$ cat config.mk
export PLATFORM = sky130hd
export DESIGN_NAME = shrm_status_map
export DESIGN_NICKNAME = d
export VERILOG_FILES = /design/src/design/shrm_pkg.sv /design/src/design/shrm_health_encode.sv /design/src/design/shrm_status_map.sv
export VERILOG_INCLUDE_DIRS = /design/src /design/src/design
export SDC_FILE = /design/constraint.sdc
export NUM_CORES = 1
export LEC_CHECK = 0
export ABC_AREA = 1
export BUFFER_PORTS_ARGS = -buffer_cell sky130_fd_sc_hd__buf_4
export CORE_MARGIN = 1.5
export CORE_UTILIZATION = 53
export CTS_BUF_LIST = sky130_fd_sc_hd__clkbuf_16
export DETAILED_ROUTE_END_ITERATION = 7
export GPL_ROUTABILITY_DRIVEN = 0
export PLACE_DENSITY = 0.78
export SETUP_SLACK_MARGIN = 0.5
export SLEW_MARGIN = 20
export SYNTH_ARGS = -nofsm -noshare
export SYNTH_HDL_FRONTEND = slang
export SYNTH_SLANG_ARGS = --single-unit
$ cat constraint.sdc
create_clock -name sys_clk -period 1.1 [get_ports sys_clk]
set_clock_uncertainty 0.15 [all_clocks]
set_input_delay 0.22 -clock sys_clk [delete_from_list [all_inputs] [get_ports sys_clk]]
set_output_delay 0.22 -clock sys_clk [all_outputs]
set_load 0.05 [all_outputs]
$ cat src/design/shrm_consts.svh
`ifndef SHRM_CONSTS_SVH
`define SHRM_CONSTS_SVH
`define SHRM_ADDR_TIME_HI 16'h0004
`define SHRM_ADDR_TIME_LO 16'h0005
`define SHRM_ADDR_ERRORS 16'h0007
`define SHRM_ADDR_HEALTH 16'h0009
`define SHRM_ADDR_SPEED 16'h000a
`define SHRM_ADDR_DIR 16'h000b
`define SHRM_ADDR_CURRENT 16'h000c
`define SHRM_TIME_HI_SHIFT 16
`define SHRM_ERR_GPS_BIT 0
`define SHRM_ERR_MOTOR_BIT 2
`define SHRM_ERR_ANALOG_BIT 3
`define SHRM_HLTH_HEALTHY 16'h0000
`define SHRM_HLTH_ANTIJAM 16'h0001
`define SHRM_HLTH_MOTOR_COMM 16'h0003
`define SHRM_HLTH_HIGH_CUR 16'h0010
`define SHRM_HLTH_TEMP 16'h0030
`define SHRM_HLTH_SUPPLY 16'h0040
`define SHRM_HLTH_ACQUIRE 16'h0100
`define SHRM_DIR_STOP 16'h0000
`define SHRM_DIR_FWD 16'h0001
`define SHRM_DIR_REV 16'h0003
`define SHRM_RESET_WORD 16'h0000
`endif

$ cat src/design/shrm_pkg.sv
package shrm_pkg;
  typedef enum logic [2:0]
  {
    SHRM_IDLE = 3'b001,
    SHRM_HI = 3'b010,
    SHRM_LO = 3'b100
  } shrm_rd_state_t;
  typedef logic [15:0] shrm_word_t;
endpackage

$ cat src/design/shrm_health_encode.sv
`timescale 1ns/1ps
`include "shrm_consts.svh"
// picks the health indicator code from condition inputs, highest priority first
module shrm_health_encode
(
  // conditions
  input wire logic motor_comm_err,
  input wire logic aux_output_on,
  input wire logic high_current,
  input wire logic temp_out_of_range,
  input wire logic supply_out_of_range,
  input wire logic anti_jam,
  input wire logic gps_acquiring,
  // code
  output logic [15:0] code
);
  always_comb
  begin
    if (motor_comm_err && aux_output_on)
      code = `SHRM_HLTH_MOTOR_COMM;
    else if (high_current)
      code = `SHRM_HLTH_HIGH_CUR;
    else if (temp_out_of_range)
      code = `SHRM_HLTH_TEMP;
    else if (supply_out_of_range)
      code = `SHRM_HLTH_SUPPLY;
    else if (anti_jam)
      code = `SHRM_HLTH_ANTIJAM;
    else if (gps_acquiring)
      code = `SHRM_HLTH_ACQUIRE;
    else
      code = `SHRM_HLTH_HEALTHY;
  end
endmodule

$ cat src/design/shrm_status_map.sv
`timescale 1ns/1ps
`include "shrm_consts.svh"
// read-only status map behind the serial slave's register read port
module shrm_status_map
(
  // clock and reset
  input wire logic sys_clk,
  input wire logic resetn,
  // time source
  input wire logic [31:0] gps_seconds,
  input wire logic gps_seconds_valid,
  // motor telemetry
  input wire logic [15:0] motor_speed_centi_rpm,
  input wire logic motor_running,
  input wire logic motor_reverse,
  input wire logic [15:0] motor_current_ma,
  // health conditions
  input wire logic gps_comm_err,
  input wire logic motor_comm_err,
  input wire logic analog_out_of_range,
  input wire logic aux_output_on,
  input wire logic high_current,
  input wire logic temp_out_of_range,
  input wire logic supply_out_of_range,
  input wire logic anti_jam,
  input wire logic gps_acquiring,
  // register read port from the frame engine
  input wire logic rd_start,
  input wire logic rd_req,
  input wire logic [15:0] rd_addr,
  input wire logic wr_req,
  output logic [15:0] rd_data,
  output logic rd_valid
);
  shrm_pkg::shrm_word_t time_hi_reg;
  shrm_pkg::shrm_word_t time_lo_reg;
  shrm_pkg::shrm_word_t snap_hi_reg;
  shrm_pkg::shrm_word_t snap_lo_reg;
  shrm_pkg::shrm_word_t errors_reg;
  shrm_pkg::shrm_word_t health_reg;
  shrm_pkg::shrm_word_t speed_reg;
  shrm_pkg::shrm_word_t dir_reg;
  shrm_pkg::shrm_word_t current_reg;
  shrm_pkg::shrm_word_t health_next;
  shrm_pkg::shrm_word_t dir_next;
  shrm_pkg::shrm_word_t errors_next;
  shrm_pkg::shrm_word_t rd_next;
  shrm_pkg::shrm_rd_state_t state_reg;
  logic [15:0] rd_data_reg;
  logic rd_valid_reg;

  shrm_health_encode u_health
  (
    .motor_comm_err(motor_comm_err),
    .aux_output_on(aux_output_on),
    .high_current(high_current),
    .temp_out_of_range(temp_out_of_range),
    .supply_out_of_range(supply_out_of_range),
    .anti_jam(anti_jam),
    .gps_acquiring(gps_acquiring),
    .code(health_next)
  );

  // live time words, loaded together from the receiver
  always_ff @(posedge sys_clk or negedge resetn)
  begin
    if (!resetn)
    begin
      time_hi_reg <= `SHRM_RESET_WORD;
      time_lo_reg <= `SHRM_RESET_WORD;
    end
    else if (gps_seconds_valid)
    begin
      time_hi_reg <= gps_seconds[31:`SHRM_TIME_HI_SHIFT];
      time_lo_reg <= gps_seconds[15:0];
    end
  end

  // snapshot at request start so both halves share one second
  always_ff @(posedge sys_clk or negedge resetn)
  begin
    if (!resetn)
    begin
      snap_hi_reg <= `SHRM_RESET_WORD;
      snap_lo_reg <= `SHRM_RESET_WORD;
    end
    else if (rd_start)
    begin
      snap_hi_reg <= time_hi_reg;
      snap_lo_reg <= time_lo_reg;
    end
  end

  always_comb
  begin
    errors_next = `SHRM_RESET_WORD;
    errors_next[`SHRM_ERR_GPS_BIT] = gps_comm_err;
    errors_next[`SHRM_ERR_MOTOR_BIT] = motor_comm_err;
    errors_next[`SHRM_ERR_ANALOG_BIT] = analog_out_of_range;
  end

  always_comb
  begin
    if (!motor_running)
      dir_next = `SHRM_DIR_STOP;
    else if (motor_reverse)
      dir_next = `SHRM_DIR_REV;
    else
      dir_next = `SHRM_DIR_FWD;
  end

  // status words refreshed every cycle
  always_ff @(posedge sys_clk or negedge resetn)
  begin
    if (!resetn)
    begin
      errors_reg <= `SHRM_RESET_WORD;
      health_reg <= `SHRM_HLTH_HEALTHY;
      speed_reg <= `SHRM_RESET_WORD;
      dir_reg <= `SHRM_DIR_STOP;
      current_reg <= `SHRM_RESET_WORD;
    end
    else
    begin
      errors_reg <= errors_next;
      health_reg <= health_next;
      speed_reg <= motor_speed_centi_rpm;
      dir_reg <= dir_next;
      current_reg <= motor_current_ma;
    end
  end

  // tracks which time half the current request last asked for
  always_ff @(posedge sys_clk or negedge resetn)
  begin
    if (!resetn)
      state_reg <= shrm_pkg::SHRM_IDLE;
    else if (rd_start)
      state_reg <= shrm_pkg::SHRM_IDLE;
    else if (rd_req && rd_addr == `SHRM_ADDR_TIME_HI)
      state_reg <= shrm_pkg::SHRM_HI;
    else if (rd_req && rd_addr == `SHRM_ADDR_TIME_LO)
      state_reg <= shrm_pkg::SHRM_LO;
  end

  always_comb
  begin
    unique case (rd_addr)
      `SHRM_ADDR_TIME_HI: rd_next = snap_hi_reg;
      `SHRM_ADDR_TIME_LO: rd_next = snap_lo_reg;
      `SHRM_ADDR_ERRORS: rd_next = errors_reg;
      `SHRM_ADDR_HEALTH: rd_next = health_reg;
      `SHRM_ADDR_SPEED: rd_next = speed_reg;
      `SHRM_ADDR_DIR: rd_next = dir_reg;
      `SHRM_ADDR_CURRENT: rd_next = current_reg;
      default: rd_next = `SHRM_RESET_WORD;
    endcase
  end

  // one word answered one cycle after each request; writes change nothing
  always_ff @(posedge sys_clk or negedge resetn)
  begin
    if (!resetn)
    begin
      rd_data_reg <= `SHRM_RESET_WORD;
      rd_valid_reg <= 1'b0;
    end
    else
    begin
      rd_valid_reg <= rd_req && !wr_req;
      if (rd_req && !wr_req)
        rd_data_reg <= rd_next;
    end
  end

  assign rd_data = rd_data_reg;
  assign rd_valid = rd_valid_reg;

  a_read_latency: assert property (@(posedge sys_clk) disable iff (!resetn)
    rd_req && !wr_req |=> rd_valid)
    else $error("read not answered in one cycle");
  a_write_ignored: assert property (@(posedge sys_clk) disable iff (!resetn)
    wr_req |=> !rd_valid)
    else $error("write produced an answer");
  a_unmapped_zero: assert property (@(posedge sys_clk) disable iff (!resetn)
    rd_req && !wr_req && (rd_addr == 16'h0006 || rd_addr > `SHRM_ADDR_CURRENT)
    |=> rd_data == 16'h0000)
    else $error("unmapped address not zero");
  a_time_join: assert property (@(posedge sys_clk) disable iff (!resetn)
    gps_seconds_valid |=> {time_hi_reg, time_lo_reg} == $past(gps_seconds))
    else $error("time words not split correctly");
  a_snap_hold: assert property (@(posedge sys_clk) disable iff (!resetn)
    !rd_start |=> $stable(snap_hi_reg) && $stable(snap_lo_reg))
    else $error("time snapshot moved inside a request");
  a_motor_prio: assert property (@(posedge sys_clk) disable iff (!resetn)
    motor_comm_err && aux_output_on |=> health_reg == 16'h0003)
    else $error("motor comm code lost precedence");
  a_aux_mask: assert property (@(posedge sys_clk) disable iff (!resetn)
    !aux_output_on |=> health_reg != 16'h0003)
    else $error("motor comm shown with auxiliary off");
  a_error_zero: assert property (@(posedge sys_clk) disable iff (!resetn)
    !gps_comm_err && !motor_comm_err && !analog_out_of_range |=> errors_reg == 16'h0000)
    else $error("error word nonzero when healthy");
  a_error_sum: assert property (@(posedge sys_clk) disable iff (!resetn)
    ##1 errors_reg == ({15'h0000, $past(gps_comm_err)} + {13'h0000, $past(motor_comm_err), 2'h0}
    + {12'h000, $past(analog_out_of_range), 3'h0}))
    else $error("error word not sum of weights");
  a_dir_code: assert property (@(posedge sys_clk) disable iff (!resetn)
    motor_running && motor_reverse |=> dir_reg == 16'h0003)
    else $error("reverse direction code wrong");
  a_speed_copy: assert property (@(posedge sys_clk) disable iff (!resetn)
    1'b1 |=> speed_reg == $past(motor_speed_centi_rpm))
    else $error("speed not tracked");

  // answer path
  a_valid_pulse: assert property (@(posedge sys_clk) disable iff (!resetn)
    !(rd_req && !wr_req) |=> !rd_valid)
    else $error("answer without a read request");
  a_data_hold: assert property (@(posedge sys_clk) disable iff (!resetn)
    !(rd_req && !wr_req) |=> $stable(rd_data))
    else $error("answer word moved without a read");
  a_write_keep: assert property (@(posedge sys_clk) disable iff (!resetn)
    wr_req |=> $stable(rd_data))
    else $error("write disturbed the answer word");
  a_unmapped_low: assert property (@(posedge sys_clk) disable iff (!resetn)
    rd_req && !wr_req && (rd_addr < `SHRM_ADDR_TIME_HI || rd_addr == 16'h0008)
    |=> rd_data == 16'h0000)
    else $error("unmapped low address not zero");

  // time words and snapshot
  a_time_hold: assert property (@(posedge sys_clk) disable iff (!resetn)
    !gps_seconds_valid |=> $stable(time_hi_reg) && $stable(time_lo_reg))
    else $error("time words moved without a load");
  a_snap_take: assert property (@(posedge sys_clk) disable iff (!resetn)
    rd_start
    |=> snap_hi_reg == $past(time_hi_reg) && snap_lo_reg == $past(time_lo_reg))
    else $error("snapshot not taken at request start");
  a_read_hi: assert property (@(posedge sys_clk) disable iff (!resetn)
    rd_req && !wr_req && rd_addr == `SHRM_ADDR_TIME_HI |=> rd_data == $past(snap_hi_reg))
    else $error("high time word not returned");
  a_read_lo: assert property (@(posedge sys_clk) disable iff (!resetn)
    rd_req && !wr_req && rd_addr == `SHRM_ADDR_TIME_LO |=> rd_data == $past(snap_lo_reg))
    else $error("low time word not returned");
  a_state_hi: assert property (@(posedge sys_clk) disable iff (!resetn)
    rd_req && !rd_start && rd_addr == `SHRM_ADDR_TIME_HI |=> state_reg == shrm_pkg::SHRM_HI)
    else $error("high half not tracked");
  a_state_lo: assert property (@(posedge sys_clk) disable iff (!resetn)
    rd_req && !rd_start && rd_addr == `SHRM_ADDR_TIME_LO |=> state_reg == shrm_pkg::SHRM_LO)
    else $error("low half not tracked");
  a_pair_same: assert property (@(posedge sys_clk) disable iff (!resetn)
    state_reg == shrm_pkg::SHRM_HI && !rd_start && rd_req && !wr_req
    && rd_addr == `SHRM_ADDR_TIME_LO
    |=> rd_data == $past(snap_lo_reg) && $stable(snap_hi_reg))
    else $error("time halves of one request disagree");

  // health code priority
  a_health_ok: assert property (@(posedge sys_clk) disable iff (!resetn)
    !(motor_comm_err && aux_output_on) && !high_current && !temp_out_of_range
    && !supply_out_of_range && !anti_jam && !gps_acquiring
    |=> health_reg == 16'h0000)
    else $error("healthy code wrong");
  a_health_acq: assert property (@(posedge sys_clk) disable iff (!resetn)
    !(motor_comm_err && aux_output_on) && !high_current && !temp_out_of_range
    && !supply_out_of_range && !anti_jam && gps_acquiring
    |=> health_reg == 16'h0100)
    else $error("acquiring code wrong");
  a_health_jam: assert property (@(posedge sys_clk) disable iff (!resetn)
    !(motor_comm_err && aux_output_on) && !high_current && !temp_out_of_range
    && !supply_out_of_range && anti_jam |=> health_reg == 16'h0001)
    else $error("anti-jam code wrong");
  a_health_cur: assert property (@(posedge sys_clk) disable iff (!resetn)
    !(motor_comm_err && aux_output_on) && high_current |=> health_reg == 16'h0010)
    else $error("high current code wrong");
  a_health_temp: assert property (@(posedge sys_clk) disable iff (!resetn)
    !(motor_comm_err && aux_output_on) && !high_current && temp_out_of_range
    |=> health_reg == 16'h0030)
    else $error("temperature code wrong");
  a_health_supply: assert property (@(posedge sys_clk) disable iff (!resetn)
    !(motor_comm_err && aux_output_on) && !high_current && !temp_out_of_range
    && supply_out_of_range |=> health_reg == 16'h0040)
    else $error("supply code wrong");

  // direction, current and error word
  a_dir_stop: assert property (@(posedge sys_clk) disable iff (!resetn)
    !motor_running |=> dir_reg == 16'h0000)
    else $error("stopped direction code wrong");
  a_dir_fwd: assert property (@(posedge sys_clk) disable iff (!resetn)
    motor_running && !motor_reverse |=> dir_reg == 16'h0001)
    else $error("forward direction code wrong");
  a_current_copy: assert property (@(posedge sys_clk) disable iff (!resetn)
    1'b1 |=> current_reg == $past(motor_current_ma))
    else $error("current not tracked");
  a_error_bits: assert property (@(posedge sys_clk) disable iff (!resetn)
    1'b1 |=> errors_reg[0] == $past(gps_comm_err)
    && errors_reg[2] == $past(motor_comm_err)
    && errors_reg[3] == $past(analog_out_of_range))
    else $error("error bit in wrong position");
  a_error_spare: assert property (@(posedge sys_clk) disable iff (!resetn)
    errors_reg[15:4] == 12'h000 && !errors_reg[1])
    else $error("unused error bit set");

  // words returned by the read port
  a_read_errors: assert property (@(posedge sys_clk) disable iff (!resetn)
    rd_req && !wr_req && rd_addr == `SHRM_ADDR_ERRORS |=> rd_data == $past(errors_reg))
    else $error("error word not returned");
  a_read_health: assert property (@(posedge sys_clk) disable iff (!resetn)
    rd_req && !wr_req && rd_addr == `SHRM_ADDR_HEALTH |=> rd_data == $past(health_reg))
    else $error("health code not returned");
  a_read_speed: assert property (@(posedge sys_clk) disable iff (!resetn)
    rd_req && !wr_req && rd_addr == `SHRM_ADDR_SPEED |=> rd_data == $past(speed_reg))
    else $error("speed not returned");
  a_read_dir: assert property (@(posedge sys_clk) disable iff (!resetn)
    rd_req && !wr_req && rd_addr == `SHRM_ADDR_DIR |=> rd_data == $past(dir_reg))
    else $error("direction not returned");
  a_read_current: assert property (@(posedge sys_clk) disable iff (!resetn)
    rd_req && !wr_req && rd_addr == `SHRM_ADDR_CURRENT |=> rd_data == $past(current_reg))
    else $error("current not returned");
endmodule

Word-level counts from Yosys, hierarchy flattened
Cells that the tools add are included.
{"block": "word_totals", "out_inout_bits": 17, "reg_bits": 148, "word_cells": 30, "input_bits": 97}
{"block": "op_classes", "n_reduce_logical": 3, "mux": 9, "n_eq_ne": 7}
{"op": "16-bit case mux with 7 select lines", "count": 1}
{"op": "16-bit 2-to-1 mux", "count": 5}
{"op": "16-bit by 4-bit == test with 1-bit output (second input constant)", "count": 4}
{"op": "16-bit by 3-bit == test with 1-bit output (second input constant)", "count": 3}
{"op": "9-bit 2-to-1 mux", "count": 1}
{"op": "2-bit 2-to-1 mux", "count": 2}
{"op": "1-bit logical AND", "count": 2}
{"op": "1-bit zero test", "count": 1}

Depth between registers and ports, before layout
{"block": "logic_depth", "word_depth": 6, "ltp_mapped": 12, "ltp_nobuf": 12}

By module
From an unflattened synthesis, not the netlist that was laid out.
{"block": "unflattened", "hier_cells": 562, "area_unflattened_um2": 5368.9}
{"module": "shrm_status_map", "cells_per_inst": 536, "area_per_inst_um2": 5208.7, "seq_area_each_um2": 3353.2, "instances": 1}
{"module": "shrm_health_encode", "cells_per_inst": 26, "area_per_inst_um2": 160.2, "seq_area_each_um2": 0.0, "instances": 1}

Least setup slack after synthesis
Ideal clock, no wire load.
{"block": "synth_timing", "kind": "input-to-reg", "startpoint": "input rd_addr[15]", "endpoint": "register rd_data_reg[1] (netlist: rd_data[1])", "stages": 10, "setup_time_ns": 0.066, "arrival_time_ns": 1.082, "path_slack_ns": -0.198, "t_required_ns": 0.884, "path_buffers": 1, "cell_sequence": "nor2_1 > nand2_1 > nor2_4 > buf_2 > nand3_1 > nand2_1 > inv_1 > nand2_1 > nand2_1 > nand2_1"}
{"block": "synth_via", "elab_chain_cells": 2, "elab_cells_between_ends": 8, "cone_classes": "eq/ne: 7; mux: 1"}
{"element": "from (decl)", "line": "shrm_status_map.sv:30", "rtl": "input wire logic [15:0] rd_addr,"}
{"element": "16-bit by 4-bit == test with 1-bit output / 16-bit by 3-bit == test with 1-bit output (equally long branches)", "line": "shrm_status_map.sv:148", "rtl": "unique case (rd_addr)"}
{"element": "16-bit case mux with 7 select lines (*)", "line": "shrm_status_map.sv:148"}
{"element": "to (signal assigned)", "line": "shrm_status_map.sv:165", "rtl": "rd_data_reg <= `SHRM_RESET_WORD;"}
{"element": "to (signal assigned)", "line": "shrm_status_map.sv:172", "rtl": "rd_data_reg <= rd_next;"}
{"element": "to (decl)", "line": "shrm_status_map.sv:49", "rtl": "logic [15:0] rd_data_reg;"}
Mark *: on every way between the ends. The rest lies on a longest branch, timed or not.
A chain may end at the register's enable or synchronous reset.

Final worst setup path
{"block": "layout_timing", "startpoint": "register rd_data_reg[11] (netlist: rd_data[11])", "endpoint": "output rd_data[11]"}
{"element": "to (decl)", "line": "shrm_status_map.sv:32", "rtl": "output logic [15:0] rd_data,"}
No word-level cell between the ends.

==> flow_summary.json <==
{
  "violations": "negative hold slack, negative setup slack",
  "synthArstFlopShare_pct": 100,
  "drc": 0,
  "firstDrtPassIters": 5,
  "hold_viol": 201,
  "cp.required_ns": 0.73,
  "initial_core_util_pct": 55.4,
  "clockRootBuffer": "clkbuf_16",
  "cts_tree": "yes",
  "place_area_um2": 6270,
  "die_y_um": 99.2,
  "path_buf_inv": 1,
  "clockBufferDepth": 2,
  "dominantRegCellSynth": "dfrtp_1",
  "synth_nets": 609,
  "grt_max_degree": 41,
  "drive_gt1_share_pct": 59.9,
  "synth-seq-cells": 124,
  "setup_violations": 33,
  "synth_cell_types": 22,
  "fmax_mhz": 724,
  "wl_um": 19500,
  "slowest_stage": "dfrtp_2",
  "portBuffers": 113,
  "worstSetupPathType": "flip-flop to primary output",
  "placeableCoreArea_um2": 8850,
  "first_iter_violations": 437,
  "cpPeakStageDelay_ns": 0.43,
  "rsz0062_at_grt": "true",
  "cp.arrival_ns": 1.01,
  "worst-slew-pin-transition_ns": 0.553,
  "path_max_fanout": 2,
  "peakVddDrop_mv": 1.31,
  "startpoint_type": "flip-flop",
  "drv_slew": 0,
  "syn_inst": 512,
  "grt_pass1_wl_um": 24300,
  "most-common-layout-cells": "buf_4 (120), dfrtp_1 (108), nand2_1 (81)",
  "grt-ovfl-total": 0,
  "p_leak_nw": 3.78,
  "clk-insertion-delay-late_ns": 0.42,
  "via_per_inst": 6.18,
  "fin_nets": 782,
  "grtUsageTotal_pct": 33.1,
  "num_rows": 34,
  "htreeDepth": 4,
  "syn_to_final_growth_pct": 62.9,
  "ant_nets": 0,
  "numCtsBuffers": 17,
  "dieWidth_um": 99.2,
  "setup_ws_ns": -0.281,
  "synth_area_per_cell_um2": 9.58,
  "final_common_cell": "buf_4",
  "wl_per_cell_um": 24.2,
  "path_cells": "buf_6",
  "status": "finished, violations left",
  "syn_area_um2": 4910,
  "period_minus_slack_ns": 1.38,
  "ioPinCount": 114,
  "endpoint": "rd_data[11]",
  "finalCritPeriodShare_pct": 126,
  "synth_top_area_share_pct": 63.2,
  "via_count": 4985,
  "dp_hpwl_um": 8190,
  "cp.depth": 1,
  "fill_cells": 315,
  "die-area_um2": 9840,
  "max_slew_margin_pct": 63.1,
  "r2r_slack_ns": -0.13,
  "antenna_cells": 0,
  "synth_top_area_cell": "dfrtp_1",
  "path_clk_slew_ns": 0.06,
  "cap_violations": 0,
  "synth_area_leaders": "dfrtp_1 (63%), nand2_1 (8.3%), nand3_1 (6.8%)",
  "clock-sinks": 124,
  "min_path_type": "input pin to async pin",
  "crit_start": "rd_data[11]",
  "grt_pass1_vias": 4661,
  "worstSetupEndpointType": "primary output",
  "synth_edf_count": 0,
  "r2r_start": "snap_hi_reg[5]",
  "critPathTopFamily": "flip-flops",
  "powerDensity_nw_per_um2": 1510,
  "antenna_found_initial": 0,
  "r2r_cells": 4,
  "pre_cts_ws_ns": -0.548,
  "ys_seq_area_share_pct": 63.2,
  "stdcell_area_um2": 7990,
  "rr_endpoint": "rd_data[5]",
  "yosysWarnings": 0,
  "timing.hold.ws_ns": -0.475
}
==> worst min path at each step <==
stage / from / to / slack, ns / cells past startpoint
2_1_floorplan: resetn / current_reg[0] / -0.23 / 0
3_3_place_gp: resetn / speed_reg[6] / -0.05 / 1
3_5_place_dp: resetn / rd_data[0] / -0.05 / 1
4_1_cts: resetn / rd_data[0] / -0.48 / 1
5_1_grt: resetn / rd_data[0] / -0.47 / 1
6_report: resetn / rd_data[0] / -0.48 / 1
==> Yosys cell counts, types with 3 or more instances <==
cell,count
a21oi_1,24
buf_2,7
clkbuf_1,11
dfrtp_1,124
inv_1,41
inv_2,3
mux2_2,8
nand2_1,109
nand3_1,67
nor2_1,42
nor2_2,5
nor2_4,5
o21ai_0,39
o21ai_1,14
==> area by class of cell <==
cell class	count	area, µm²	share of cell area, %
Sequential cell	124	3120	39.1
Multi-Input combinational cell	320	2250	28.2
Tap cell	108	135	1.69
Inverter	45	181	2.27
Clock inverter	15	165	2.07
Clock buffer	17	425	5.32
Timing Repair Buffer	177	1710	21.4
==> per-stage QoR <==
stage / setup TNS [ns] / instances / utilization, % / total power [mW] / hold slack, ns
5_1_grt: -8.33 / 806 / 90.3 / 12.4 / -0.474
2_1_floorplan: -2.08 / 512 / - / 5.54 / -0.226
6_report: -7.73 / 806 / 90.3 / 12.1 / -0.475
3_3_place_gp: -6.72 / 742 / 70.9 / 6.02 / -0.0515
4_1_cts: -5.09 / 796 / 85.0 / 11.7 / -0.481
3_5_place_dp: -7.33 / 742 / 70.9 / 6.06 / -0.0459
==> report_power, final <==
group	total [mW]	internal, mW	switching (mW)	leakage, nW
combinational	1.29	0.586	0.703	2.03
clock	5.66	3.37	2.29	0.277
sequential	5.14	4.89	0.250	1.48
==> routing by layer <==
metal,track usage (%),share of wire (%)
met5,0,0
met1,39.4,34
met2,57.5,49
met4,14.4,8.1
met3,7.80,8.9
==> cell families (layout without fill, tap and decap cells) <==
group / Yosys count / count (layout) / synth area share [%]
multiplexers: 8 / 8 / 1.84
flip-flops: 124 / 124 / 63.2
AND/OR/NAND/NOR: 234 / 235 / 21.1
AO/OA/AOI/OAI: 77 / 77 / 7.86
buffers and inverters: 69 / 254 / 5.92
==> what timing repair did <==
item                                   CTS  global route
buffers inserted                        18            10
gates cloned                             4             0
setup endpoints to repair               97            98
endpoints found under the hold margin  202           202
pin swaps                               53            58
resized for setup                      135            97
(Power assumes the default switching activity.)
